$ cat config.mk
export PLATFORM = sky130hd
export DESIGN_NAME = tlf_notify
export DESIGN_NICKNAME = d
export VERILOG_FILES = /design/src/logic/tlf_pkg.sv /design/src/logic/tlf_notify.sv /design/src/logic/tlf_consec.sv
export VERILOG_INCLUDE_DIRS = /design/src /design/src/logic
export SDC_FILE = /design/constraint.sdc
export NUM_CORES = 1
export LEC_CHECK = 0
export ABC_AREA = 1
export ABC_CLOCK_PERIOD_IN_PS = 13100
export BUFFER_PORTS_ARGS = -buffer_cell sky130_fd_sc_hd__buf_2
export CORE_ASPECT_RATIO = 0.9
export CORE_MARGIN = 4
export CORE_UTILIZATION = 59
export CTS_BUF_LIST = sky130_fd_sc_hd__clkbuf_2 sky130_fd_sc_hd__clkbuf_4 sky130_fd_sc_hd__clkbuf_8
export DETAILED_ROUTE_END_ITERATION = 7
export HOLD_SLACK_MARGIN = 0.03
export PLACE_DENSITY_LB_ADDON = 0.25
export RECOVER_POWER = 25
export SLEW_MARGIN = 20
export SYNTH_ARGS = -nofsm -noshare
export SYNTH_HDL_FRONTEND = slang
export SYNTH_SLANG_ARGS = --single-unit
$ cat constraint.sdc
create_clock -name clk_sys_i -period 13.1 [get_ports clk_sys_i]
set_input_delay 1.31 -clock clk_sys_i [delete_from_list [all_inputs] [get_ports clk_sys_i]]
set_output_delay 1.31 -clock clk_sys_i [all_outputs]
set_load 0.02 [all_outputs]
$ cat src/logic/tlf_map.svh
// offsets, field positions, reset values and counts for the limit and fault block
`ifndef TLF_MAP_SVH
`define TLF_MAP_SVH
`define TLF_CH_N          4
`define TLF_ADDR_W        6
`define TLF_REG_CFG       6'h00
`define TLF_REG_STAT_HI   6'h01
`define TLF_REG_STAT_LO   6'h02
`define TLF_REG_STAT_FLT  6'h03
`define TLF_REG_STAT_THM  6'h04
`define TLF_REG_CHMASK    6'h05
`define TLF_REG_CONSEC    6'h06
`define TLF_REG_HYST      6'h07
`define TLF_REG_FILTER    6'h08
`define TLF_REG_PINS      6'h09
`define TLF_REG_HILIM     6'h10
`define TLF_REG_LOLIM     6'h14
`define TLF_REG_THLIM     6'h18
`define TLF_REG_IDEAL     6'h1c
`define TLF_REG_TEMP      6'h20
`define TLF_CFG_SUPPRESS  0
`define TLF_CFG_COMP      1
`define TLF_CFG_RUN       2
`define TLF_HILIM_RST     8'h55
`define TLF_LOLIM_RST     8'h00
`define TLF_THLIM_RST     8'h55
`define TLF_HYST_RST      8'h0a
`define TLF_IDEAL_RST     6'h12
`define TLF_CONSEC_RST    8'h00
`define TLF_CNT_W         4
`define TLF_FAULT_TEMP    11'h000
`endif

$ cat src/logic/tlf_pkg.sv
// types for the limit and fault notification block
package tlf_pkg;
	typedef enum logic [1:0] {
		TLF_FILT_OFF = 2'b00,
		TLF_FILT_L1  = 2'b01,
		TLF_FILT_L2  = 2'b10
	} tlf_filt_t;
	typedef enum logic [1:0] {
		TLF_BUS_IDLE = 2'b00,
		TLF_BUS_ACK  = 2'b01
	} tlf_bus_t;
endpackage

$ cat src/logic/tlf_notify.sv
// limit checking and fault notification with avalon register slave
//
// Chosen here: the Avalon-MM slave port and the placing of the registers.
`timescale 1ns/1ps
`include "tlf_map.svh"

// What this block does
// - open-drain low notify, interrupt or comparator
// - interrupt: high, low or fault asserts
// - hold while violation, then until cleared
// - suppress bit releases pin until cleared
// - status updates even while suppressed
// - pin shareable wired-or alert line
// - comparator: only high limits assert
// - comparator: release below high minus hysteresis
// - comparator status follows pin, auto clears
// - comparator ignores suppress, honours channel mask
// - beta compensation on channel one only
// - series resistance corrected up to 100 ohms
// - six-bit ideality per external channel
// - diode fault checked each external measurement
// - faulted channel reads zero, no low check
// - anode short reads zero, sets low
// - cathode ground short not flagged
// - separate consecutive counters for both pins
// - channel one digital filter, two levels
// - overtemp pin unmaskable with hysteresis
// - standby skips updates and limit checks
module tlf_notify #(
	parameter int CH_N  = `TLF_CH_N,
	parameter int CNT_W = `TLF_CNT_W
) (
	// clock and reset
	input  wire logic                   clk_sys_i,
	input  wire logic                   nrst_i,
	// avalon-mm slave
	input  wire logic [`TLF_ADDR_W-1:0] avs_address_i,
	input  wire logic                   avs_read_i,
	input  wire logic                   avs_write_i,
	input  wire logic [31:0]            avs_writedata_i,
	input  wire logic [3:0]             avs_byteenable_i,
	output logic [31:0]                 avs_readdata_o,
	output logic                        avs_waitrequest_o,
	// conversion front end, channel 0 internal, others external
	input  wire logic                   conv_done_i,
	input  wire logic [3:0]             conv_ch_i,
	input  wire logic [10:0]            conv_temp_i,
	input  wire logic                   diode_open_i,
	input  wire logic                   diode_vdd_short_i,
	input  wire logic                   diode_cathode_pin_gnd_i,
	input  wire logic                   diode_is_cpu_i,
	// front end settings
	output logic                        beta_comp_en_o,
	output logic [6*(CH_N-1)-1:0]       ideality_o,
	output logic                        series_resistance_correction_o,
	output logic [1:0]                  filter_level_o,
	// pins, open-drain, enable high pulls low
	output logic                        alert_n_o,
	output logic                        alert_n_oe_o,
	output logic                        therm_n_o,
	output logic                        therm_n_oe_o
);
	import tlf_pkg::*;

	typedef struct packed {
		tlf_bus_t             bus;
		logic [31:0]          rdata;
		logic [7:0]           cfg;
		logic [CH_N-1:0]      st_hi;
		logic [CH_N-1:0]      st_lo;
		logic [CH_N-1:0]      st_flt;
		logic [CH_N-1:0]      st_thm;
		logic [CH_N-1:0]      chmask;
		logic [7:0]           consec;
		logic [7:0]           hyst;
		tlf_filt_t            filt;
		logic [CH_N*8-1:0]    hilim;
		logic [CH_N*8-1:0]    lolim;
		logic [CH_N*8-1:0]    thlim;
		logic [(CH_N-1)*6-1:0] ideal;
		logic [CH_N*11-1:0]   temp;
		logic [10:0]          filt_acc;
		logic [CH_N-1:0]      hi_act;   // live high-limit violation
		logic [CH_N-1:0]      lo_act;   // live low violation
		logic [CH_N-1:0]      flt_act;  // live diode fault
		logic [CH_N-1:0]      comp_hold; // comparator assert per channel
		logic [CH_N-1:0]      th_hold;  // overtemp assert per channel
		logic                 alert;
		logic                 therm;
		logic                 beta;
	} tlf_st_t;

	tlf_st_t s;      // registered state
	tlf_st_t next_s; // next state

	// per-channel measurement decode
	logic [CH_N-1:0] meas;       // a result for this channel now
	logic [CH_N-1:0] al_bad;     // alert counter input
	logic [CH_N-1:0] th_bad;     // overtemp counter input
	logic [CH_N-1:0] al_trip;    // alert counter reached
	logic [CH_N-1:0] th_trip;    // overtemp counter reached
	logic            fault;      // diode fault on this result
	logic            anode_low;  // anode short gives zero reading
	logic [10:0]     t_eff;      // reported temperature
	logic [7:0]      t_int;      // integer part compared to limits
	logic            run;        // active conversion mode

	assign run = s.cfg[`TLF_CFG_RUN];
	// standby discards results entirely
	assign fault = diode_open_i | diode_vdd_short_i;
	assign anode_low = (conv_temp_i == `TLF_FAULT_TEMP);
	// cathode ground short has no input path to status at all
	assign t_int = t_eff[10:3];

	// result path: fault forces zero, channel one may be filtered
	always_comb begin
		t_eff = conv_temp_i;
		if (conv_ch_i != 4'h0 && fault) begin
			t_eff = `TLF_FAULT_TEMP;
		end else if (conv_ch_i == 4'h1 && s.filt != TLF_FILT_OFF) begin
			// level one averages two, level two weights history three to one
			if (s.filt == TLF_FILT_L1) begin
				t_eff = 11'((12'(s.filt_acc) + 12'(conv_temp_i)) >> 1);
			end else begin
				t_eff = 11'((13'(s.filt_acc) * 13'd3 + 13'(conv_temp_i)) >> 2);
			end
		end
	end

	// counters for each channel, separate for each pin
	genvar g;
	generate
		for (g = 0; g < CH_N; g++) begin : g_ch
			logic hi_v;
			logic lo_v;
			logic flt_v;
			logic th_v;
			assign meas[g]  = run && conv_done_i && (conv_ch_i == 4'(g));
			assign flt_v    = (g != 0) && fault;
			assign hi_v     = !flt_v && (t_int >= s.hilim[g*8 +: 8]);
			// fault skips low check; zero reading still trips it
			assign lo_v     = !flt_v && ((t_int < s.lolim[g*8 +: 8]) ||
				((g != 0) && anode_low));
			assign th_v     = !flt_v && (t_int >= s.thlim[g*8 +: 8]);
			assign al_bad[g] = hi_v | lo_v | flt_v;
			assign th_bad[g] = th_v;
			tlf_consec #(.CNT_W(CNT_W)) u_al (
				.clk_sys_i (clk_sys_i),
				.nrst_i    (nrst_i),
				.meas_i    (meas[g]),
				.bad_i     (al_bad[g]),
				.limit_i   (s.consec[CNT_W-1:0]),
				.trip_o    (al_trip[g])
			);
			tlf_consec #(.CNT_W(CNT_W)) u_th (
				.clk_sys_i (clk_sys_i),
				.nrst_i    (nrst_i),
				.meas_i    (meas[g]),
				.bad_i     (th_bad[g]),
				.limit_i   (s.consec[7:4]),
				.trip_o    (th_trip[g])
			);
		end
	endgenerate

	// main next-state logic: measurement, status, pins and register bus
	always_comb begin
		logic [7:0] rel;
		logic       acc;
		logic       rd_stat;
		logic [31:0] rd;
		rel = '0;
		acc = 1'b0;
		rd_stat = 1'b0;
		rd = '0;
		next_s = s;

		// record each result and its live violations
		for (int c = 0; c < CH_N; c++) begin
			if (meas[c]) begin
				next_s.temp[c*11 +: 11] = t_eff;
				next_s.hi_act[c] = (t_int >= s.hilim[c*8 +: 8]) && !(c != 0 && fault);
				next_s.lo_act[c] = al_bad[c] && !next_s.hi_act[c] && !(c != 0 && fault);
				next_s.flt_act[c] = (c != 0) && fault;
				if (c == 1) begin
					next_s.filt_acc = t_eff;
					next_s.beta = diode_is_cpu_i;
				end
			end
		end

		// comparator and overtemp release below limit minus hysteresis
		for (int c = 0; c < CH_N; c++) begin
			rel = (s.hilim[c*8 +: 8] > s.hyst) ? s.hilim[c*8 +: 8] - s.hyst : 8'h00;
			if (al_trip[c] && next_s.hi_act[c] && !s.chmask[c]) begin
				next_s.comp_hold[c] = 1'b1;
			end else if (meas[c] && t_int < rel) begin
				next_s.comp_hold[c] = 1'b0;
			end
			rel = (s.thlim[c*8 +: 8] > s.hyst) ? s.thlim[c*8 +: 8] - s.hyst : 8'h00;
			if (th_trip[c]) begin
				next_s.th_hold[c] = 1'b1;
			end else if (meas[c] && t_int < rel) begin
				next_s.th_hold[c] = 1'b0;
			end
		end

		// bus access, one cycle of wait then answer
		unique case (s.bus)
			TLF_BUS_IDLE: begin
				if (avs_read_i || avs_write_i) begin
					next_s.bus = TLF_BUS_ACK;
				end
			end
			TLF_BUS_ACK: begin
				next_s.bus = TLF_BUS_IDLE;
				acc = 1'b1;
			end
		endcase

		if (acc && avs_write_i && avs_byteenable_i[0]) begin
			unique case (avs_address_i) inside
				`TLF_REG_CFG:    next_s.cfg = avs_writedata_i[7:0];
				`TLF_REG_CHMASK: next_s.chmask = avs_writedata_i[CH_N-1:0];
				`TLF_REG_CONSEC: next_s.consec = avs_writedata_i[7:0];
				`TLF_REG_HYST:   next_s.hyst = avs_writedata_i[7:0];
				`TLF_REG_FILTER: next_s.filt = tlf_filt_t'(avs_writedata_i[1:0]);
				default: begin
					for (int c = 0; c < CH_N; c++) begin
						if (avs_address_i == `TLF_REG_HILIM + 6'(c))
							next_s.hilim[c*8 +: 8] = avs_writedata_i[7:0];
						if (avs_address_i == `TLF_REG_LOLIM + 6'(c))
							next_s.lolim[c*8 +: 8] = avs_writedata_i[7:0];
						if (avs_address_i == `TLF_REG_THLIM + 6'(c))
							next_s.thlim[c*8 +: 8] = avs_writedata_i[7:0];
						if (c > 0 && avs_address_i == `TLF_REG_IDEAL + 6'(c))
							next_s.ideal[(c-1)*6 +: 6] = avs_writedata_i[5:0];
					end
				end
			endcase
		end

		// read data mux; unmapped reads as zero
		// captured when the request is taken so it stands in the answer cycle
		if (s.bus == TLF_BUS_IDLE && avs_read_i) begin
			unique case (avs_address_i) inside
				`TLF_REG_CFG:      rd = 32'(s.cfg);
				`TLF_REG_STAT_HI:  rd = 32'(s.st_hi);
				`TLF_REG_STAT_LO:  rd = 32'(s.st_lo);
				`TLF_REG_STAT_FLT: rd = 32'(s.st_flt);
				`TLF_REG_STAT_THM: rd = 32'(s.st_thm);
				`TLF_REG_CHMASK:   rd = 32'(s.chmask);
				`TLF_REG_CONSEC:   rd = 32'(s.consec);
				`TLF_REG_HYST:     rd = 32'(s.hyst);
				`TLF_REG_FILTER:   rd = 32'(s.filt);
				`TLF_REG_PINS:     rd = {29'h0, s.beta, s.therm, s.alert};
				default: begin
					for (int c = 0; c < CH_N; c++) begin
						if (avs_address_i == `TLF_REG_HILIM + 6'(c))
							rd = 32'(s.hilim[c*8 +: 8]);
						if (avs_address_i == `TLF_REG_LOLIM + 6'(c))
							rd = 32'(s.lolim[c*8 +: 8]);
						if (avs_address_i == `TLF_REG_THLIM + 6'(c))
							rd = 32'(s.thlim[c*8 +: 8]);
						if (c > 0 && avs_address_i == `TLF_REG_IDEAL + 6'(c))
							rd = 32'(s.ideal[(c-1)*6 +: 6]);
						if (avs_address_i == `TLF_REG_TEMP + 6'(c))
							rd = 32'(s.temp[c*11 +: 11]);
					end
				end
			endcase
		end
		// status read-clear acts at the edge that ends the answer cycle
		if (acc && avs_read_i) begin
			rd_stat = (avs_address_i >= `TLF_REG_STAT_HI) &&
				(avs_address_i <= `TLF_REG_STAT_FLT);
		end
		if (s.bus == TLF_BUS_IDLE && avs_read_i) begin
			next_s.rdata = rd;
		end

		// status: interrupt read clears where no violation remains, comparator read clears low and fault outright; sets win
		if (s.cfg[`TLF_CFG_COMP]) begin
			next_s.st_hi = next_s.comp_hold;
			if (rd_stat) begin
				next_s.st_lo = '0;
				next_s.st_flt = '0;
			end
		end else if (rd_stat) begin
			next_s.st_hi = s.st_hi & s.hi_act;
			next_s.st_lo = s.st_lo & s.lo_act;
			next_s.st_flt = s.st_flt & s.flt_act;
		end
		for (int c = 0; c < CH_N; c++) begin
			if (meas[c] && al_trip[c] && !s.cfg[`TLF_CFG_COMP]) begin
				// still set while suppressed
				if (next_s.hi_act[c]) next_s.st_hi[c] = 1'b1;
				if (next_s.lo_act[c]) next_s.st_lo[c] = 1'b1;
			end
			if (meas[c] && c != 0 && fault) next_s.st_flt[c] = 1'b1;
		end
		next_s.st_thm = next_s.th_hold;

		// pin drive per mode
		if (next_s.cfg[`TLF_CFG_COMP]) begin
			next_s.alert = |next_s.comp_hold;
		end else begin
			// live violation or uncleared status holds the pin
			next_s.alert = !next_s.cfg[`TLF_CFG_SUPPRESS] &&
				(|(next_s.st_hi | next_s.st_lo | next_s.st_flt));
		end
		next_s.therm = |next_s.th_hold;
	end

	// state register with reset values
	always_ff @(posedge clk_sys_i) begin
		if (!nrst_i) begin
			s <= '0;
			s.hilim <= {CH_N{`TLF_HILIM_RST}};
			s.lolim <= {CH_N{`TLF_LOLIM_RST}};
			s.thlim <= {CH_N{`TLF_THLIM_RST}};
			s.hyst <= `TLF_HYST_RST;
			s.consec <= `TLF_CONSEC_RST;
			s.ideal <= {(CH_N-1){`TLF_IDEAL_RST}};
		end else begin
			s <= next_s;
		end
	end

	// outputs straight from state; pin level is low, enable pulls
	assign avs_readdata_o = s.rdata;
	assign avs_waitrequest_o = (s.bus != TLF_BUS_ACK);
	assign alert_n_o = 1'b0;
	assign alert_n_oe_o = s.alert;
	assign therm_n_o = 1'b0;
	assign therm_n_oe_o = s.therm;
	assign beta_comp_en_o = s.beta;
	assign ideality_o = s.ideal;
	// resistance correction always on, range limit is analog
	assign series_resistance_correction_o = 1'b1;
	assign filter_level_o = s.filt;
endmodule

$ cat src/logic/tlf_consec.sv
// per-channel consecutive violation counter
`timescale 1ns/1ps
module tlf_consec #(
	parameter int CNT_W = 4
) (
	// clock and reset
	input  wire logic             clk_sys_i,
	input  wire logic             nrst_i,
	// measurement event
	input  wire logic             meas_i,   // one result this cycle
	input  wire logic             bad_i,    // result out of limit or faulted
	input  wire logic [CNT_W-1:0] limit_i,  // count needed, zero acts as one
	// result
	output logic                  trip_o    // this bad result reaches the count
);
	typedef struct packed {
		logic [CNT_W-1:0] cnt;
	} tlf_cs_t;
	tlf_cs_t s;       // registered state
	tlf_cs_t next_s;  // next state
	logic [CNT_W-1:0] need;

	// count consecutive bad results; saturate at the programmed figure
	always_comb begin
		next_s = s;
		need = (limit_i == '0) ? CNT_W'(1) : limit_i;
		if (meas_i) begin
			if (!bad_i) begin
				next_s.cnt = '0;
			end else if (s.cnt < need) begin
				next_s.cnt = s.cnt + CNT_W'(1);
			end
		end
	end

	always_ff @(posedge clk_sys_i) begin
		if (!nrst_i) begin
			s <= '0;
		end else begin
			s <= next_s;
		end
	end

	// judged on the result itself, so a count of n trips on the nth bad result
	assign trip_o = meas_i && bad_i && (s.cnt >= need - CNT_W'(1));
endmodule

; ---- After elaboration in Yosys (flattened, before gate mapping)
; Cells that the tools add are included.
[word_totals]
ff_bits = 288
latchBits = 0
ram_bits = 0
mem_bits_ro = 0
inputBits = 66
word_cells = 401
n_memories = 0
[classes]
addsub = 20
multipliers = 1
div = 0
magnitude_cmp = 46
n_eq_ne = 43
shift = 0
mux = 102
bitwise_logic = 14
reduce_logical = 127
[op_table]
columns = op, count
row1 = 2-to-1 mux 32 bit, 13
row2 = case mux 32 bit (10 select lines), 1
row3 = less-than comparator 8 bit, 12
row4 = 2-to-1 mux 8 bit, 12
row5 = equality test 6 x 5 -> 1 bit (second input constant), 15
row6 = logical AND 1 bit, 72
row7 = 2-to-1 mux 4 bit, 18
row8 = 2-to-1 mux 11 bit, 6
row9 = greater-or-equal comparator 8 bit, 8
row10 = > comparator 8 bit, 8
row11 = subtractor 8 bit, 8
row12 = 2-to-1 mux 1 bit, 46
row13 = AND reduction 3 bit, 15
row14 = adder 4 x 1 -> 4 bit (second input constant), 8
row15 = greater-or-equal comparator 4 bit, 8
row16 = less-than comparator 4 bit, 8
row17 = AND reduction 2 bit, 13
row18 = equality test 6 x 3 -> 1 bit (second input constant), 4
row19 = equality test 6 bit (second input constant), 4
row20 = 2-to-1 mux 12 bit, 2
row21 = inequality test 2 bit (second input constant), 9
row22 = adder 13 x 11 -> 13 bit, 1
row23 = multiplier 11 x 2 -> 13 bit (second input constant), 1
row24 = adder 11 x 11 -> 12 bit, 1
row25 = 26 further kinds, 60

; ---- Depth between registers and ports, before layout
; Gate-level depths: netlist of run 1.
[logic_depth]
depth_word = 23
ltp_mapped = 40
depth_no_buf = 40

; ---- Cells and area by module
; A second synthesis of run 1 with hierarchy kept.
[unflattened]
cells_unflattened = 3179
hier_area_um2 = 21544.4
[modules_own_cells]
columns = mod, n_inst, cells_per_inst, area_per_inst_um2, seq_area_each_um2
row1 = tlf_notify, 1, 2611, 17981.0, 4684.5
row2 = tlf_consec, 8, 71, 445.4, 80.1

; ---- Worst setup path after synthesis of run 1
; OpenSTA, ideal clock, no wires.
[synth_timing]
path_type = input to register
startpoint = input port conv_temp_i[1]
endpoint = register s, in the netlist alert_n_oe_o
arrival_time_ps = 5750
t_required_ps = 12974
slack_ps = 7224
stages = 38
path_buffers = 0
cell_sequence = fa_1 -> inv_1 -> nor2_1 -> inv_1 -> fa_1 -> inv_1 -> nand3_1 -> nand2_1 -> nand2_1 -> nand2_1 -> a21oi_1 -> o21ai_0 -> inv_1 -> nor2_1 -> nor2_1 -> nor2_1 -> nor2_1 -> xor2_1 -> [... 2 more ...] -> nand2_1 -> nand3_1 -> inv_1 -> ha_1 -> nand2_1 -> nor2_1 -> nand4_1 -> o2111ai_1 -> nor3b_1 -> nand2_2 -> nand3_1 -> nand2_1 -> a21oi_1 -> nand3_1 -> nor2_1 -> nand2_1 -> nand2_1 -> a21oi_2
[synth_via]
elab_chain_len = 22
elab_cells_between_ends = 112
cone_classes = add/sub: 2 / order compare: 12 / mux: 37 / bitwise: 9 / reduce/logical: 52
[synth_lines]
columns = element, line_no
row1 = from (decl), tlf_notify.sv:47  ; input wire logic [10:0] conv_temp_i,
row2 = adder 13 x 11 -> 13 bit / adder 11 x 11 -> 12 bit (equally long branches), "tlf_notify.sv:125, tlf_notify.sv:123"
row3 = 2-to-1 mux 11 bit (*), tlf_notify.sv:122  ; if (s.filt == TLF_FILT_L1) begin
row4 = 2-to-1 mux 11 bit (*), tlf_notify.sv:120  ; end else if (conv_ch_i == 4'h1 && s.filt != TLF_FILT_OFF) begin
row5 = 2-to-1 mux 11 bit (*), tlf_notify.sv:118  ; if (conv_ch_i != 4'h0 && fault) begin
row6 = via t_eff[9], tlf_notify.sv:104  ; logic [10:0] t_eff;
row7 = less-than comparator 8 bit, tlf_notify.sv:142  ; assign lo_v = !flt_v && ((t_int < s.lolim[g*8 +: 8]) ||
row8 = logical OR 1 bit, tlf_notify.sv:142
row9 = logical AND 1 bit, tlf_notify.sv:142
row10 = [... 6 more ...], -
row11 = 2-to-1 mux 1 bit, tlf_notify.sv:195  ; if (al_trip[c] && next_s.hi_act[c] && !s.chmask[c]) begin
row12 = 2-to-1 mux 12 bit, tlf_notify.sv:283  ; if (s.cfg[`TLF_CFG_COMP]) begin
row13 = 2-to-1 mux 1 bit, tlf_notify.sv:297  ; if (next_s.hi_act[c]) next_s.st_hi[c] = 1'b1;
row14 = 2-to-1 mux 1 bit, tlf_notify.sv:295  ; if (meas[c] && al_trip[c] && !s.cfg[`TLF_CFG_COMP]) begin
row15 = OR 4 bit (2 in a row), tlf_notify.sv:310  ; (|(next_s.st_hi | next_s.st_lo | next_s.st_flt));
row16 = OR reduction 4 bit, tlf_notify.sv:310
row17 = logical AND 1 bit, tlf_notify.sv:309  ; next_s.alert = !next_s.cfg[`TLF_CFG_SUPPRESS] &&
row18 = 2-to-1 mux 1 bit (*), tlf_notify.sv:305  ; if (next_s.cfg[`TLF_CFG_COMP]) begin
row19 = to (signal assigned), tlf_notify.sv:326  ; s <= next_s;
row20 = to (decl), tlf_notify.sv:93  ; tlf_st_t s;
; Mark *: on every way through the listed nets, which the timed path passes. The rest lies on a longest branch.
; A chain may end at the register's enable or synchronous reset.

; ---- Worst setup path in the final report of run 1
[layout_timing]
startpoint = input port nrst_i
endpoint = register s[13] in the netlist's numbering
[layout_rtl]
columns = element, line_no
row1 = from (decl), tlf_notify.sv:35  ; input wire logic nrst_i,
; No word-level cell between the ends.

==> impl_metrics.csv, run 1 <==
group,metric,value,unit
run_status,status,"finished with violations",
run_status,violations,"capacitance limit, slew limit",
place,portBuffers,72,
setup_path,worstPathRequired,13.55,ns
synthesis,synth_largest_area_cell,"dfxtp_1",
final_layout,multi_input_area,13200,um^2
synthesis,synthTopCellsByArea,"dfxtp_1 (26%), ha_1 (19%), nand2_1 (8.6%)",
synthesis,ys_types,57,
place,gp_congestion,0.989,
setup_path,worstSetupEndpointType,"register",
die,pin_count,125,
sta,slew_violations,262,
grt,grt_max_degree,93,
worst_hold_path,hold_depth,2,
final_layout,final_nets,3343,
synthesis,synth-edff-count,0,
final_layout,diodes,0,
synthesis,synth_seq_cells,266,
final_layout,stdcell_area,22100,um^2
cts,cts_buffers,46,
die,die_area,38100,um^2
worst_hold_path,hold_end,"s[14]",
pwr,irDropWorstVdd,0.0835,mV
die,core,34300,um^2
final_layout,syn_to_final_growth,6.86,%
pwr,p_leak,10.2,nW
sta,max_freq,145,MHz
run,maxCapViolCount,4,
detailed_routing,vias,20626,
cts,cts_buffer_depth,3,
synthesis,netlist_instances,2917,
cts,cts-root-buf,"clkbuf_8",
pwr,power.density,82.3,nW/um^2
final_layout,final_common_cell,"nand2_1",
setup_path,cp_max_fo,75,
pwr,clkPwrFrac,44.8,%
detailed_routing,first_pass_iters,7,
cts,post_cts_buffers,0,
grt,antenna_found_initial,0,
pwr,internal_power,1.32,mW
sta,skew,0.0345,ns
sta,worst_pin_slew,3.86,ns
cts,cts_sinks,266,
synthesis,synth.top_cell.area_share,25.8,%
worst_hold_path,hp-class,"register to register",
cts,postCtsHoldBufs,0,
setup_path,rrSetupSlack,6.98,ns
setup_path,r2r_cells,29,
sta,rsz0062_at_grt,"no",
worst_hold_path,min_from,"s[14]",
detailed_routing,wl_per_cell,20.4,um
setup_path,reg2reg_from,"s[25]",
detailed_routing,ant_nets,0,
sta,slew_headroom,-157,%
pwr,p_seq_share,44.8,%
sta,period_minus_slack,6.90,ns
final_layout,mostFrequentLayoutCells,"nand2_1 (473), inv_1 (378), ha_1 (306)",
grt,grt_pass1_wl,107,mm
final_layout,regArea,5330,um^2
place,dpl_cell_area,21100,um^2
sta,tns,0,ns
sta,hold_viol,0,
cts,cts_resized,0,
detailed_routing,drt_wl_total,70.3,mm
detailed_routing,drt-initial-drc-count,2343,
sta,min_period_over_period,52.7,%
pwr,switching_power,0.494,mW
final_layout,layout-drive-gt1-share,6.83,%
synthesis,ys_seq_area_share,25.8,%
grt,track_usage,36.0,%
die,die_h,186,um
synthesis,ys.flop_type,"dfxtp_1",
synthesis,syn-cell-area,20700,um^2
pwr,pwr-share-comb,10.4,%
place,dp_hpwl,51.0,mm
setup_path,cp-start-kind,"primary input",
die,rows,64,
pwr,p_sw_share,27.2,%
die,die-width,205,um
cts,clk_transition_reported_paths,0.06,ns
die,start_util,60.3,%
synthesis,yosysWarnings,0,
synthesis,async_flop_share,0,%
detailed_routing,viasPerCell,5.98,
grt,grt_pass1_vias,19132,
cts,clk_latency,0.59,ns
synthesis,syn_avg_cell_area,7.08,um^2
setup_path,critPathKind,"primary input to register",
setup_path,r2r-end,"g_ch[0].u_th.s[2]",
sta,finalHoldWorstSlack,0.465,ns
sta,setup_violations,0,
grt,gr-total-overflow,0,
detailed_routing,drc,0,
cts,cts_tree,"yes",
final_layout,n_fill_cell,3125,
cts,cts_max_level,2,
setup_path,crit_arrival,7.36,ns
==> worst max path at each step <==
| stage | from | endpoint | slack (ns) |
|---|---|---|---|
| 3_5_place_dp | conv_temp_i[1] | alert_n_oe_o | 6.07 |
| 3_3_place_gp | conv_temp_i[1] | alert_n_oe_o | 6.18 |
| 6_report | nrst_i | s[13] | 6.20 |
| 2_1_floorplan | conv_temp_i[1] | alert_n_oe_o | 7.22 |
| 4_1_cts | conv_temp_i[1] | alert_n_oe_o | 6.68 |
| 5_1_grt | nrst_i | s[12] | 5.84 |
==> synthesized netlist by cell type, types with 9 or more instances <==
cell,count
nand4_1,36
a211oi_1,25
inv_2,15
nor2_1,301
a221oi_1,9
clkbuf_1,54
buf_4,56
o21bai_1,13
o211ai_1,55
ha_1,306
a21boi_0,10
fa_1,20
nor3_1,28
xnor2_1,9
inv_1,376
buf_2,13
or2_2,22
a22oi_1,12
o22ai_1,18
nor4_1,10
dfxtp_1,266
nand3_1,84
nand3b_1,19
a21oi_1,303
nand2_1,473
xor2_1,11
o21ai_0,248
o21a_1,28
o2111ai_1,11
==> state kept, by name (all words and copies together) (netlist names) <==
| name | flops |
|---|---|
| filter_level_o | 2 |
| g_ch.u_al.s | 16 |
| avs_readdata_o | 11 |
| therm_n_oe_o | 1 |
| beta_comp_en_o | 1 |
| alert_n_oe_o | 1 |
| run | 1 |
| ideality_o | 18 |
| g_ch.u_th.s | 16 |
| s | 199 |
==> power groups by stage <==
stage	combinational, mW	clock [mW]	sequential [mW]
6_report	0.190	0.814	0.813
3_5_place_dp	0.183	0	0.831
2_1_floorplan	0.122	0	0.830
5_1_grt	0.205	0.855	0.813
3_3_place_gp	0.178	0	0.831
4_1_cts	0.184	0.819	0.813
==> metrics by stage <==
| stage | utilization (%) | power [mW] | setup slack (ns) | instances |
|---|---|---|---|---|
| floorplan | - | 0.952 | 7.22 | 2939 |
| CTS | 64.6 | 1.82 | 6.68 | 3447 |
| detailed placement | 61.7 | 1.01 | 6.07 | 3365 |
| global placement | 61.7 | 1.01 | 6.18 | 3365 |
| finish | 64.4 | 1.82 | 6.20 | 3447 |
| global route | 64.4 | 1.87 | 5.84 | 3447 |
==> worst max-delay path, cell delays in order <==
cell,delay (ns)
clkbuf_1,1.29
clkbuf_1,2.16
inv_1,1.85
a211oi_1,0.61
==> kinds of logic after synthesis <==
family          synth area share, %
flops                          25.8
xor+xnor                      0.848
buf+inv                        10.7
fa+ha+maj                      20.5
simple gates                   20.6
compound gates                 21.6
other cells                  0.0364
==> metal layers <==
metal / vias up / track usage (%) / part of all wire, %
met3: 179 / 8.78 / 12
met1: 9523 / 49.4 / 42
met5: - / 0.383 / 0
met2: 1031 / 55.0 / 42
li1: 9893 / - / -
met4: 0 / 13.9 / 4.0
==> area by class of cell <==
cell class / count / share of cell area (%)
sequential: 266 / 24.1
inverter: 396 / 6.73
multi-input combinational: 2146 / 59.8
tap: 462 / 2.62
timing repair buffer: 95 / 2.18
clock buffer: 75 / 4.34
clock inverter: 7 / 0.170
No activity file was read; power rests on OpenSTA's default activity.
==> inputs of run 2 (changes only) <==
ABC_AREA = 0   (was 1)
ABC_CLOCK_PERIOD_IN_PS = 6000   (was 13100)
CORE_UTILIZATION = 58   (was 59)
clock period = 6 ns   (was 13.1 ns; I/O delays follow)
==> impl_metrics.csv, run 2 <==
group,metric,value,unit
worst_hold_path,hold_depth,3,
sta,finalHoldWorstSlack,0.225,ns
pwr,pwr-share-comb,11.4,%
cts,cts_buffers,47,
final_layout,mostFrequentLayoutCells,"nand2_1 (335), ha_1 (306), dfxtp_1 (266)",
detailed_routing,ant_nets,0,
pwr,power.density,178,nW/um^2
synthesis,synth-edff-count,0,
cts,cts_tree,"yes",
synthesis,syn_avg_cell_area,7.93,um^2
synthesis,synthTopCellsByArea,"dfxtp_1 (25%), ha_1 (18%), nand2_1 (6.0%)",
die,die_h,189,um
sta,slew_headroom,-34.7,%
setup_path,crit_arrival,6.16,ns
cts,cts_sinks,266,
sta,slew_violations,28,
detailed_routing,vias,20839,
setup_path,cp_max_fo,7,
final_layout,syn_to_final_growth,8.33,%
cts,clk_latency,0.62,ns
run_status,violations,"capacitance limit, slew limit",
synthesis,synth.top_cell.area_share,25.3,%
die,core,35400,um^2
run_status,status,"finished with violations",
pwr,irDropWorstVdd,0.143,mV
detailed_routing,drt-initial-drc-count,2432,
grt,gr-total-overflow,0,
setup_path,critPathKind,"register to register",
setup_path,r2r-end,"alert_n_oe_o",
cts,post_cts_buffers,0,
final_layout,largest_reg_flops,199,
detailed_routing,drt_wl_total,76.4,mm
run,maxCapViolCount,1,
pwr,p_seq_share,43.9,%
setup_path,rrSetupSlack,0.31,ns
die,die-width,209,um
synthesis,ys_types,90,
worst_hold_path,min_from,"diode_is_cpu_i",
synthesis,syn-cell-area,21000,um^2
cts,cts-root-buf,"clkbuf_8",
sta,hold_viol,0,
cts,postCtsHoldBufs,0,
detailed_routing,drc,0,
setup_path,reg2reg_from,"s[25]",
sta,worst_pin_slew,2.02,ns
pwr,internal_power,2.89,mW
die,die_area,39400,um^2
place,dp_hpwl,56.1,mm
setup_path,r2r_cells,23,
detailed_routing,first_pass_iters,6,
setup_path,worstSetupEndpointType,"register",
final_layout,diodes,0,
grt,antenna_found_initial,1,
synthesis,ys.flop_type,"dfxtp_1",
sta,rsz0062_at_grt,"no",
final_layout,fin_cells,3204,
die,start_util,59.4,%
synthesis,netlist_top_cells_count,"nand2_1 (335), ha_1 (306), dfxtp_1 (266), nor2_1 (229), a21oi_1 (218)",
pwr,switching_power,1.16,mW
detailed_routing,wl_per_cell,23.9,um
final_layout,final_common_cell,"nand2_1",
place,gp_congestion,1.05,
final_layout,stdcell_area,22800,um^2
sta,setup_violations,0,
sta,skew,0.0311,ns
sta,max_freq,176,MHz
grt,grt_pass1_wl,115,mm
die,pin_count,125,
grt,grt_max_degree,109,
sta,min_period_over_period,94.8,%
pwr,clkPwrFrac,44.7,%
sta,period_minus_slack,5.69,ns
synthesis,synthMostInstantiatedCell,"nand2_1",
worst_hold_path,hold_end,"beta_comp_en_o",
pwr,p_sw_share,28.5,%
synthesis,ys_seq_area_share,25.3,%
die,rows,65,
synthesis,yosysWarnings,0,
sta,tns,0,ns
synthesis,netlist_instances,2652,
setup_path,cp-start-kind,"register",
grt,track_usage,37.1,%
synthesis,async_flop_share,0,%
worst_hold_path,hp-class,"primary input to register",
final_layout,final_core_util,64.4,%
cts,cts_resized,0,
cts,cts_buffer_depth,3,
pwr,p_leak,9.91,nW
place,dp.cells,3119,
setup_path,worstPathRequired,6.47,ns
synthesis,synth_seq_cells,266,
place,portBuffers,72,
cts,clk_transition_reported_paths,0.07,ns
synthesis,synth_largest_area_cell,"dfxtp_1",
final_layout,regMostFlops,"s",
cts,cts_max_level,2,
detailed_routing,viasPerCell,6.50,
grt,grt_pass1_vias,19671,
final_layout,layout-drive-gt1-share,8.26,%
place,dpl_cell_area,21800,um^2
final_layout,final_nets,3091,
==> run 2: changes by cell type after synthesis, sizes merged, moves of 41 or more <==
| cell | previous run | this run |
|---|---|---|
| a21o | 2 | 43 |
| a21oi | 308 | 218 |
| clkbuf | 54 | 96 |
| inv | 391 | 165 |
| mux2i | 0 | 75 |
| nand2 | 482 | 336 |
| nor2 | 308 | 229 |
| o21ai | 255 | 147 |
==> run 2: layout make-up <==
| cell class | count | area, um^2 |
|---|---|---|
| clock inverters | 12 | 80.1 |
| clock buffers | 73 | 917 |
| multi-input cells | 2083 | 14400 |
| inverters | 165 | 624 |
| flip-flops and latches | 266 | 5330 |
| repair buffers | 136 | 818 |
| fillers | 3082 | 12600 |
| well taps | 469 | 587 |
==> run 2: worst max-delay path by stage <==
| stage | startpoint | cells after the start | slack, ns | end |
|---|---|---|---|---|
| finish | s[25] | 23 | 0.31 | alert_n_oe_o |
| global route | s[25] | 21 | 0.03 | alert_n_oe_o |
| CTS | s[24] | 21 | 0.39 | alert_n_oe_o |
| detailed placement | conv_temp_i[2] | 24 | 0.18 | alert_n_oe_o |
| global placement | conv_temp_i[2] | 24 | 0.29 | alert_n_oe_o |
| floorplan | conv_temp_i[2] | 20 | 0.18 | alert_n_oe_o |
==> run 2: cell families after synthesis <==
family                     Yosys count  share of synthesized area (%)
and+or+nand+nor                    893                           19.6
AOI/OAI and AO/OA                  693                           21.1
adders and majority gates          326                           20.1
buffers and inverters              325                           6.80
DFF                                266                           25.3
muxes                               84                           4.43
xor gates and xnor gates            63                           2.62
other                                2                         0.0357
==> run 2: per-stage QoR <==
stage	setup slack, ns	power, mW
finish	0.313	4.05
global route	0.0301	4.15
CTS	0.386	4.03
detailed placement	0.183	2.26
global placement	0.294	2.25
floorplan	0.180	2.09
==> run 2: layer usage <==
metal	share of wire [%]	wire (um)	track usage (%)	vias to the layer above
met5	0	0	0	-
met4	6.4	4870	19.4	0
met3	12	9410	9.56	287
met2	41	31500	55.4	1241
met1	40	30600	49.6	9805
li1	-	-	-	9506
==> run 2: power groups by stage <==
stage | Clock, mW | Combinational (mW) | Sequential [mW]
after floorplan | 0 | 0.281 | 1.81
after global placement | 0 | 0.433 | 1.81
after detailed placement | 0 | 0.443 | 1.81
after CTS | 1.80 | 0.445 | 1.78
after global routing | 1.89 | 0.488 | 1.78
final | 1.81 | 0.462 | 1.78
==> run 2: critical path, cell delays in order (launching register included) <==
cell	delay, ns
dfxtp_1	0.54
fa_1	0.52
ha_1	0.31
a41o_1	0.24
a31o_2	0.27
a41o_1	0.25
nor2_1	0.12
xnor2_1	0.08
nand2_1	0.07
o311ai_0	0.13
o211ai_1	0.33
inv_1	0.33
buf_4	0.28
ha_1	0.21
a21o_1	0.16
a2111oi_0	0.37
o21ai_0	0.21
nand2_1	0.13
buf_4	0.12
o21ai_0	0.12
or3_1	0.37
o31a_1	0.12
nor3_1	0.19
a31oi_1	0.10
